## config.mk

```make
export PLATFORM = sky130hd
export DESIGN_NAME = fdc_console
export DESIGN_NICKNAME = d
export VERILOG_FILES = /design/src/fdc_pkg.sv /design/src/fdc_console.sv
export SDC_FILE = /design/constraint.sdc
export NUM_CORES = 1
export LEC_CHECK = 0
export BUFFER_PORTS_ARGS = -buffer_cell sky130_fd_sc_hd__buf_2
export CAP_MARGIN = 0
export CORE_ASPECT_RATIO = 0.75
export CORE_UTILIZATION = 30
export CTS_BUF_LIST = sky130_fd_sc_hd__clkbuf_8
export DETAILED_ROUTE_END_ITERATION = 16
export PLACE_DENSITY = 0.6
export SYNTH_ARGS = -nofsm -noshare
export SYNTH_HDL_FRONTEND = slang
export SYNTH_SLANG_ARGS = --single-unit
```

## constraint.sdc

```tcl
create_clock -name pclk -period 1.6 [get_ports pclk]
set_input_delay 0.08 -clock pclk [delete_from_list [all_inputs] [get_ports pclk]]
set_output_delay 0.08 -clock pclk [all_outputs]
set_load 0.05 [all_outputs]
```

## src/fdc_pkg.sv

```systemverilog
// package: constants, encodings and carriers for the front panel debug control
package fdc_pkg;

   // ----------------------------------------------------------------
   // timing
   // ----------------------------------------------------------------
   localparam int CLK_PERIOD_NS = 20;
   localparam int DATA_WINDOW_MAX_NS = 500;
   localparam int DATA_WINDOW_MAX_CYC = (DATA_WINDOW_MAX_NS / CLK_PERIOD_NS < 1) ? 1 :
      DATA_WINDOW_MAX_NS / CLK_PERIOD_NS;
   localparam int DEBOUNCE_US = 5000;
   localparam int DEBOUNCE_CYC_DEF = DEBOUNCE_US * 1000 / CLK_PERIOD_NS;
   localparam int PU_SETTLE_CYC = 3;

   // ----------------------------------------------------------------
   // register map (byte addresses)
   // ----------------------------------------------------------------
   localparam logic [7:0] REG_CTRL = 8'h00;
   localparam logic [7:0] REG_CONFIG = 8'h04;
   localparam logic [7:0] REG_STATUS = 8'h08;
   localparam logic [7:0] REG_ADDR = 8'h0C;
   localparam logic [7:0] REG_DATA = 8'h10;
   localparam logic [31:0] CONFIG_RESET = 32'h00000001;

   // ctrl bits: write one to press a soft key
   localparam int CTRL_FREE = 0;
   localparam int CTRL_STEP = 1;
   localparam int CTRL_INS = 2;
   localparam int CTRL_CYCLE = 3;
   localparam int CTRL_TRAP = 4;
   // config bits
   localparam int CONFIG_ON = 0;
   // status bits; the two sticky error flags clear by write one
   localparam int ST_MODE = 0;
   localparam int ST_WHOLE = 1;
   localparam int ST_TRAP = 2;
   localparam int ST_HOLD = 3;
   localparam int ST_WAIT = 4;
   localparam int ST_STOP = 5;
   localparam int ST_KIND = 6;
   localparam int ST_LATE = 8;
   localparam int ST_SEQ = 9;

   // ----------------------------------------------------------------
   // encodings
   // ----------------------------------------------------------------
   localparam int NUM_KEYS = 5;
   localparam int KEY_FREE = 0;
   localparam int KEY_STEP = 1;
   localparam int KEY_INS = 2;
   localparam int KEY_CYCLE = 3;
   localparam int KEY_TRAP = 4;
   localparam logic [1:0] IO_INPUT_CLASS = 2'h0;

   typedef enum logic [1:0] {
      KIND_FETCH = 2'b00,
      KIND_READ = 2'b01,
      KIND_IO = 2'b10,
      KIND_WRITE = 2'b11
   } fdc_kind_t;

   typedef enum logic {
      MODE_FREE = 1'b0,
      MODE_STEP = 1'b1
   } fdc_mode_t;

   // ----------------------------------------------------------------
   // carriers; names ending in _n are active low bus lines
   // ----------------------------------------------------------------
   typedef struct packed {
      logic page_address_state_n;
      logic post_address_state_n;
      logic data_window;
      logic cycle_kind_bit_lo_n;
      logic cycle_kind_bit_hi;
      logic wait_n;
      logic stop_n;
      logic [13:0] addr_n;
      logic [7:0] mdata_n;
   } fdc_bus_t;

   typedef struct packed {
      logic run;
      logic wait_lamp;
      logic stop;
      logic step;
      logic whole;
      logic trap;
      logic [3:0] kind;
      logic [7:0] addr_lo;
      logic [5:0] page;
      logic [7:0] inputs;
      logic io_input;
      logic [2:0] io_group;
      logic [4:0] io_port;
   } fdc_lamps_t;

endpackage : fdc_pkg

```

## src/fdc_console.sv

```systemverilog
// module: front panel run control, stepping, breakpoint and substitution logic
//
// The APB interface to the registers and the address map were decided locally.
module fdc_console
   import fdc_pkg::*;
#(
   parameter int DEBOUNCE_CYC = fdc_pkg::DEBOUNCE_CYC_DEF
)
(
   // clock and reset
   input wire logic pclk,
   input wire logic presetn,
   // apb slave
   input wire logic psel,
   input wire logic penable,
   input wire logic pwrite,
   input wire logic [7:0] paddr,
   input wire logic [31:0] pwdata,
   output logic [31:0] prdata,
   output logic pready,
   output logic pslverr,
   // processor bus, sampled
   input wire fdc_pkg::fdc_bus_t bus_in,
   // processor bus, driven
   output logic ready_console_n,
   output logic ready_o,
   output logic ready_oe_n,
   output logic override_n,
   output logic [7:0] mdata_o,
   output logic [7:0] mdata_oe_n,
   output logic scope_sync,
   // operator keys and switches
   input wire logic [fdc_pkg::NUM_KEYS-1:0] keys,
   input wire logic [7:0] data_keys,
   input wire logic [13:0] bp_addr_sw,
   input wire logic bp_stop_link,
   input wire logic sub_sw,
   input wire logic auto_sub_sw,
   input wire logic powerup_sw,
   // lamps
   output fdc_pkg::fdc_lamps_t lamps
);

   // ----------------------------------------------------------------
   // declarations
   // ----------------------------------------------------------------
   localparam int DB_W = $clog2(DEBOUNCE_CYC + 1);
   localparam int DW_W = $clog2(DATA_WINDOW_MAX_CYC + 2);

   fdc_bus_t bus_meta;
   fdc_bus_t bus_sync;
   fdc_bus_t bus_q;
   logic [NUM_KEYS+25:0] sw_meta;
   logic [NUM_KEYS+25:0] sw_sync;
   logic [NUM_KEYS-1:0] key_level;
   logic [NUM_KEYS-1:0] key_stable;
   logic [DB_W-1:0] db_cnt [NUM_KEYS];
   logic [NUM_KEYS-1:0] key_ev;
   logic [NUM_KEYS-1:0] soft_ev;
   logic [NUM_KEYS-1:0] press;
   logic [7:0] data_keys_s;
   logic [13:0] bp_addr_s;
   logic bp_stop_s;
   logic sub_s;
   logic auto_sub_s;
   logic pwr_s;
   fdc_mode_t mode;
   fdc_mode_t next_mode;
   logic hold;
   logic next_hold;
   logic whole;
   logic trap_en;
   logic [1:0] pu_cnt;
   logic pu_armed;
   logic [31:0] config_reg;
   logic late_flag;
   logic seq_flag;
   logic [DW_W-1:0] dw_cnt;
   logic dw_run;
   logic page_or_wait_seen;
   logic [13:0] addr_cap;
   logic [1:0] kind_cap;
   logic [7:0] data_cap;

   // ----------------------------------------------------------------
   // helpers
   // ----------------------------------------------------------------
   // converts an active-low bus field to positive logic
   function automatic logic [13:0] lowtrue(input logic [13:0] v);
      lowtrue = ~v;
   endfunction : lowtrue

   // ----------------------------------------------------------------
   // input synchronisers
   // ----------------------------------------------------------------
   // two stages for every bus, key and switch pin (apb pins are not synchronised), a third bus stage for edge detection
   always_ff @(posedge pclk or negedge presetn)
   begin
      if (!presetn)
      begin
         bus_meta <= '1;
         bus_sync <= '1;
         bus_q <= '1;
         sw_meta <= '0;
         sw_sync <= '0;
      end
      else
      begin
         bus_meta <= bus_in;
         bus_sync <= bus_meta;
         bus_q <= bus_sync;
         sw_meta <= {keys, data_keys, bp_addr_sw, bp_stop_link, sub_sw, auto_sub_sw, powerup_sw};
         sw_sync <= sw_meta;
      end
   end

   assign {key_level, data_keys_s, bp_addr_s, bp_stop_s, sub_s, auto_sub_s, pwr_s} = sw_sync;

   // ----------------------------------------------------------------
   // key debounce
   // ----------------------------------------------------------------
   // a level must hold for the whole debounce time to be accepted
   always_ff @(posedge pclk or negedge presetn)
   begin
      if (!presetn)
      begin
         key_stable <= '0;
         key_ev <= '0;
         for (int i = 0; i < NUM_KEYS; i++)
            db_cnt[i] <= '0;
      end
      else
      begin
         for (int i = 0; i < NUM_KEYS; i++)
         begin
            key_ev[i] <= 1'b0;
            if (key_level[i] == key_stable[i])
               db_cnt[i] <= '0;
            else if (db_cnt[i] == DB_W'(DEBOUNCE_CYC))
            begin
               db_cnt[i] <= '0;
               key_stable[i] <= key_level[i];
               key_ev[i] <= key_level[i]; // one pulse per press
            end
            else
               db_cnt[i] <= db_cnt[i] + 1'b1;
         end
      end
   end

   // ----------------------------------------------------------------
   // bus decode
   // ----------------------------------------------------------------
   // positive-logic views of the active-low bus lines
   wire console_on = config_reg[CONFIG_ON];
   wire t2_now = !bus_sync.page_address_state_n;
   wire t2_rise = t2_now && bus_q.page_address_state_n;
   wire t2_fall = !t2_now && !bus_q.page_address_state_n;
   wire t3_now = !bus_sync.post_address_state_n;
   wire t3_rise = t3_now && bus_q.post_address_state_n;
   wire wait_now = !bus_sync.wait_n;
   wire stop_now = !bus_sync.stop_n;
   wire [13:0] addr_now = lowtrue(bus_sync.addr_n);
   wire [1:0] kind_now = {bus_sync.cycle_kind_bit_hi, !bus_sync.cycle_kind_bit_lo_n};
   wire is_fetch = (kind_now == KIND_FETCH);
   wire auto_sub = console_on && auto_sub_s;
   wire sub_on = console_on && (sub_s || auto_sub_s);

   // qualified breakpoint match, fetch cycles only
   wire bp_hit = console_on && trap_en && t2_rise && is_fetch && (addr_now == bp_addr_s);
   // a cycle that the selected stepping option stops at
   wire step_stop = t2_rise && (!whole || is_fetch);

   assign soft_ev = (psel && penable && pwrite && paddr == REG_CTRL) ? pwdata[NUM_KEYS-1:0] : '0;
   assign press = key_ev | soft_ev;

   // ----------------------------------------------------------------
   // run mode and hold
   // ----------------------------------------------------------------
   // mode latch and console hold of the ready line
   always_comb
   begin
      next_mode = mode;
      next_hold = hold;
      case (mode)
         MODE_FREE:
         begin
            next_hold = 1'b0; // runs freely
            if (press[KEY_STEP])
               next_mode = MODE_STEP;
         end
         MODE_STEP:
         begin
            if (press[KEY_FREE])
            begin
               next_mode = MODE_FREE; // resume until next match
               next_hold = 1'b0;
            end
            else if (press[KEY_STEP] && hold)
               next_hold = 1'b0; // one step released
            else if (step_stop)
               next_hold = 1'b1;
         end
         default:
         begin
            next_mode = MODE_FREE;
            next_hold = 1'b0;
         end
      endcase
      if (bp_hit && bp_stop_s)
      begin
         next_mode = MODE_STEP;
         next_hold = 1'b1;
      end
      if (pu_armed && t2_rise)
      begin
         next_mode = MODE_STEP; // first cycle held
         next_hold = 1'b1;
      end
      if (!console_on || auto_sub)
         next_hold = 1'b0;
   end

   always_ff @(posedge pclk or negedge presetn)
   begin
      if (!presetn)
      begin
         mode <= MODE_FREE;
         hold <= 1'b0;
         whole <= 1'b1;
         trap_en <= 1'b0;
      end
      else
      begin
         mode <= next_mode;
         hold <= next_hold;
         if (press[KEY_INS])
            whole <= 1'b1;
         else if (press[KEY_CYCLE])
            whole <= 1'b0;
         if (press[KEY_TRAP])
            trap_en <= !trap_en;
      end
   end

   // power-up option caught once the switch synchroniser has settled
   always_ff @(posedge pclk or negedge presetn)
   begin
      if (!presetn)
      begin
         pu_cnt <= '0;
         pu_armed <= 1'b0;
      end
      else if (pu_cnt != 2'(PU_SETTLE_CYC))
      begin
         pu_cnt <= pu_cnt + 1'b1;
         if (pu_cnt == 2'(PU_SETTLE_CYC - 1))
            pu_armed <= pwr_s && console_on;
      end
      else if (t2_rise)
         pu_armed <= 1'b0;
   end

   // ----------------------------------------------------------------
   // bus drivers
   // ----------------------------------------------------------------
   // registered drive of hold, ready, override, keyed data and scope sync
   always_ff @(posedge pclk or negedge presetn)
   begin
      if (!presetn)
      begin
         ready_console_n <= 1'b1;
         ready_oe_n <= 1'b1;
         override_n <= 1'b1;
         mdata_o <= '0;
         mdata_oe_n <= '1;
         scope_sync <= 1'b0;
      end
      else
      begin
         ready_console_n <= !next_hold; // low forces wait
         ready_oe_n <= !auto_sub; // ready held active, no wait
         override_n <= !sub_on; // cards silenced
         mdata_o <= ~data_keys_s; // keys in place of memory
         mdata_oe_n <= sub_on ? 8'h00 : 8'hFF;
         scope_sync <= bp_hit; // pulse with or without stop
      end
   end

   assign ready_o = 1'b0;

   // ----------------------------------------------------------------
   // cycle capture and timing monitor
   // ----------------------------------------------------------------
   // address and kind latched at page state, input data during window
   always_ff @(posedge pclk or negedge presetn)
   begin
      if (!presetn)
      begin
         addr_cap <= '0;
         kind_cap <= '0;
         data_cap <= '0;
      end
      else
      begin
         if (t2_now)
         begin
            addr_cap <= addr_now;
            kind_cap <= kind_now;
         end
         if (bus_sync.data_window)
            data_cap <= ~bus_sync.mdata_n;
      end
   end

   // window start deadline and post-address order checks
   always_ff @(posedge pclk or negedge presetn)
   begin
      if (!presetn)
      begin
         dw_cnt <= '0;
         dw_run <= 1'b0;
         late_flag <= 1'b0;
         seq_flag <= 1'b0;
         page_or_wait_seen <= 1'b1; // a post state cut by reset is no order error
      end
      else
      begin
         if (t2_fall)
         begin
            dw_run <= !bus_sync.data_window;
            dw_cnt <= '0;
         end
         else if (bus_sync.data_window)
            dw_run <= 1'b0;
         else if (dw_run)
            dw_cnt <= dw_cnt + 1'b1;
         if (t2_now || wait_now)
            page_or_wait_seen <= 1'b1;
         else if (t3_rise)
            page_or_wait_seen <= 1'b0;
         // sticky flags; a new event beats a clear in the same cycle
         if ((dw_run && dw_cnt >= DW_W'(DATA_WINDOW_MAX_CYC)) ||
             (t3_now && !bus_sync.data_window))
            late_flag <= 1'b1;
         else if (psel && penable && pwrite && paddr == REG_STATUS && pwdata[ST_LATE])
            late_flag <= 1'b0;
         if (t3_rise && !page_or_wait_seen)
            seq_flag <= 1'b1;
         else if (psel && penable && pwrite && paddr == REG_STATUS && pwdata[ST_SEQ])
            seq_flag <= 1'b0;
      end
   end

   // ----------------------------------------------------------------
   // lamps
   // ----------------------------------------------------------------
   // i/o class from the two top shown bits, then group or port
   wire [5:0] page_cap = addr_cap[13:8];
   wire io_cycle = (kind_cap == KIND_IO);
   wire io_in = io_cycle && (page_cap[5:4] == IO_INPUT_CLASS);

   always_ff @(posedge pclk or negedge presetn)
   begin
      if (!presetn)
         lamps <= '0;
      else
      begin
         lamps.run <= (mode == MODE_FREE) && !wait_now && !stop_now; // dark while stepping
         lamps.wait_lamp <= wait_now;
         lamps.stop <= stop_now;
         lamps.step <= (mode == MODE_STEP);
         lamps.whole <= whole;
         lamps.trap <= trap_en;
         lamps.kind <= 4'h1 << kind_cap;
         lamps.addr_lo <= addr_cap[7:0]; // input address or output data
         lamps.page <= page_cap;
         lamps.inputs <= data_cap;
         lamps.io_input <= io_in;
         lamps.io_group <= io_in ? page_cap[3:1] : 3'h0;
         lamps.io_port <= (io_cycle && !io_in) ? page_cap[4:0] : 5'h00;
      end
   end

   // ----------------------------------------------------------------
   // apb registers
   // ----------------------------------------------------------------
   // config write; zero wait states, unmapped addresses answer with an error
   wire wr_access = psel && penable && pwrite;
   wire hit_ctrl = (paddr == REG_CTRL);
   wire hit_config = (paddr == REG_CONFIG);
   wire hit_status = (paddr == REG_STATUS);
   wire hit_addr = (paddr == REG_ADDR);
   wire hit_data = (paddr == REG_DATA);
   wire mapped = hit_ctrl || hit_config || hit_status || hit_addr || hit_data;
   wire [31:0] status_word = {22'h0, seq_flag, late_flag, kind_cap, stop_now, wait_now, hold,
                              trap_en, whole, mode == MODE_STEP};

   always_ff @(posedge pclk or negedge presetn)
   begin
      if (!presetn)
         config_reg <= CONFIG_RESET;
      else if (wr_access && hit_config)
         config_reg <= {31'h0, pwdata[CONFIG_ON]};
   end

   assign pready = 1'b1;
   assign pslverr = psel && penable && !mapped;

   always_comb
   begin
      if (!psel || pwrite)
         prdata = 32'h00000000;
      else if (hit_config)
         prdata = config_reg;
      else if (hit_status)
         prdata = status_word;
      else if (hit_addr)
         prdata = {18'h0, addr_cap};
      else if (hit_data)
         prdata = {24'h0, data_cap};
      else
         prdata = 32'h00000000;
   end

endmodule : fdc_console

```

==> flow_summary_export.csv <==
group,metric,value,unit
global_routing,grtUsageTotal,14.10,%
logic_synthesis,synth_ff_type,"dfrtp_1",
layout,largest_register_ffs,90,
min_path,worstHoldPathType,"in -> reg",
cts,tritoncts,"built",
global_routing,grt_start_max_net_pins,61,
sta,fin_crit_sh,121.7,%
sta,timing.hold.ws,0.1263,ns
worst_setup_path,crit_path_top_delay_cell,"dfstp_2",
power,power_leakage,0.007747,uW
die,initial_standard_cell_utilization_of_the_core,30.88,%
layout,layout-drive-gt1-share,42.42,%
logic_synthesis,ys_seq_elements,316,
sta,worst_clock_skew,0.01939,ns
sta,fin_setup_tns,-10.12,ns
worst_setup_path,timing.critical_path.slowest_cell_delay,0.54,ns
cts,tritoncts.num_buffers,51,
logic_synthesis,seq_area_frac_synth,66.71,%
layout,syn_to_final_growth,41.76,%
detailed_routing,avgViaCountPerCell,4.318,
place,post-dp-hpwl,19080,um
cts,worstSkewPairLatency,0.58,ns
sta,setup_slack_of_the_critical_path_after_layout,-0.3471,ns
cts,cts_root_buffer,"clkbuf_8",
logic_synthesis,synth.distinct_cells,58,
power,worst_ir_drop_vdd,0.6083,mV
logic_synthesis,synth_area_per_cell,12.67,sq um
worst_setup_path,cells_along_the_critical_path,"nand3b_1, a21oi_1, a31oi_1, a2bb2oi_2, nor2_4, buf_6",
place,portBuffers,155,
layout,multi_input_combinational_cell_area,4310,sq um
detailed_routing,routed_wirelength,28660,um
logic_synthesis,post_synthesis_instance_area,11980,sq um
worst_setup_path,path_class,"reg -> out",
cts,ctsHtreeMaxLevel,2,
layout,n_fill_cell,3603,
detailed_routing,drtAntennaViolNets,0,
die,io-pin-count,201,
global_routing,initial_antenna_violation_count,4,
layout,total_nets_final,1456,
run_status,run_status,"finished with violations",
global_routing,wire_length_of_the_first_global_routing_pass,44850,um
logic_synthesis,syn-instance-count,945,
cts,cts-root-to-sink-buffers,3,
detailed_routing,drtIter0Drc,475,
sta,finalHoldViolCount,0,
sta,setup-violations-final,87,
logic_synthesis,synth-edff-count,0,
die,rows,62,
die,die_x,232.7,um
detailed_routing,via_count,8170,
layout,layout.area.seq,7994,sq um
sta,rsz0062_at_grt,"true",
die,dieHeight,175.0,um
worst_setup_path,start_kind,"flop",
worst_setup_path,crit_arrival,1.87,ns
worst_setup_path,cp.required,1.52,ns
detailed_routing,detail_route.drc_violations,0,
sta,fmaxAchievable,513.6,MHz
worst_setup_path,worstPathMaxFanout,2,
cts,cts_sinks,316,
logic_synthesis,synth-async-reset-ratio,100.0,%
logic_synthesis,synthDominantCellAreaShare,52.23,%
logic_synthesis,ys_top_cells_by_area,"dfrtp_1 (52%), dfstp_2 (14%), xor2_1 (5.6%)",
detailed_routing,detail_route.wl_per_cell,15.15,um
layout,biggest_register,"db_cnt",
die,core_region_area,38790,sq um
run_status,violations,"negative setup slack",
worst_setup_path,cp-end-kind,"output port",
logic_synthesis,most_instantiated_cells_after_synthesis,"dfrtp_1 (250), nor2_1 (124), xor2_1 (77)",
logic_synthesis,synthDominantAreaCellType,"dfrtp_1",
sta,finalWorstPathRequiredPeriod,1.947,ns
cts,path_clk_slew,0.06,ns
die,die_area,40740,sq um
power,power.density_cell_area,1035,nW/um^2
sta,slew_viol_final,0,
place,gp_congestion,0.8077,
job,maxCapViolations,0,
global_routing,grt-ovfl-total,0,
layout,largestRegisters,"db_cnt: 90 flops, lamps: 41 flops",
sta,timing.max_slew.rel_slack,40.38,%
logic_synthesis,synthMostInstantiatedCell,"dfrtp_1",
logic_synthesis,yosysWarningCount,0,
sta,timing_worst_slew_pin_value,0.8913,ns
detailed_routing,first_pass_iters,5,
global_routing,grt_pass1_vias,8335,
## per-layer routing
metal / GRT usage, % / wire length, um / vias up
li1: - / - / 3908
met1: 19.51 / 13430 / 4013
met2: 21.49 / 12990 / 182
met3: 3.623 / 1501 / 63
met4: 4.602 / 706 / 4
met5: 0 / 34 / -
## stage by stage
step	instances	worst slack (ns)	cell area (sq um)	util (%)	total power, uW
2_1_floorplan	963	-0.1018	12090	-	9501
3_3_place_gp	1680	-0.1715	14000	36.09	10080
3_5_place_dp	1680	-0.1627	14000	36.09	10100
4_1_cts	1875	-0.3867	16410	42.30	17830
5_1_grt	1892	-0.4410	16980	43.78	18420
6_report	1892	-0.3471	16980	43.78	17580
## layout by cell type (no fill, tap or decap), drive strengths merged, types with 6 or more instances in the layout
master         n
buf          289
dfrtp        250
nor2         125
xor2          77
dlygate4sd3   69
dfstp         66
clkbuf        66
inv           60
nand2         46
nand3         45
nand4         30
xnor2         28
a21oi         26
and3          21
conb          20
nor3          19
mux2i         18
ha            14
clkinv         9
o21ai          9
nor4           9
nor2b          8
nor3b          8
mux2           8
and2           7
and4           7
a211oi         6
## path summary, 6_finish.rpt
kind | slack (ns) | endpoint | depth (start not counted) | from
worst max-delay path | -0.35 | prdata[0] | 6 | config_reg[0]
min in group asynchronous | 0.16 | db_cnt[0] | 3 | presetn
worst min-delay path | 0.13 | seq_flag | 4 | psel
worst max register to register | -0.19 | db_cnt[11] | 6 | db_cnt[11]
max in group asynchronous | 1.06 | bus_meta[23] | 3 | presetn
worst min register to register | 0.33 | sw_sync[0] | 0 | sw_meta[0]
## cell families (layout without fill, tap and decap cells)
kind of cell	Yosys count	after routing	share of synthesized area, %
compound gates	52	52	2.528
xor+xnor	105	105	7.678
fa+ha+maj	14	14	1.462
buf+inv	89	500	4.022
flops	316	316	66.71
mux	26	26	2.350
other cells	2	21	0.06270
simple gates	341	346	15.19
## cell type report
class | instances | area share [%]
diodes | 1 | 0.01474
clock buffers | 65 | 5.269
clock inverters | 30 | 1.216
inverters | 46 | 1.017
multi-input cells | 563 | 25.39
flip-flops and latches | 316 | 47.08
well taps | 512 | 3.773
repair buffers | 359 | 16.25
## power breakdown
| part | internal (uW) | switching, uW | leakage (uW) |
|---|---|---|---|
| sequential | 8410 | 216 | 0.00384 |
| clock | 4020 | 3280 | 0.000607 |
| combinational | 592 | 1070 | 0.00330 |
| total | 13000 | 4560 | 0.00775 |
## worst max-delay path: cells and delay by family (launching register included)
kind	cells	cell delay [ns]
AO/OA/AOI/OAI	3	0.41
buffers and inverters	1	0.16
flip-flops	1	0.54
AND/OR/NAND/NOR	2	0.18
## what timing repair did
item	in CTS	in global routing
hold buffers	70	0
gates resized for setup	91	103
setup endpoints to repair	93	114
hold endpoints to repair	332	0
buffers inserted	25	16
cloned	5	2
pin swaps	45	41
No activity file was read; power rests on OpenSTA's default activity.
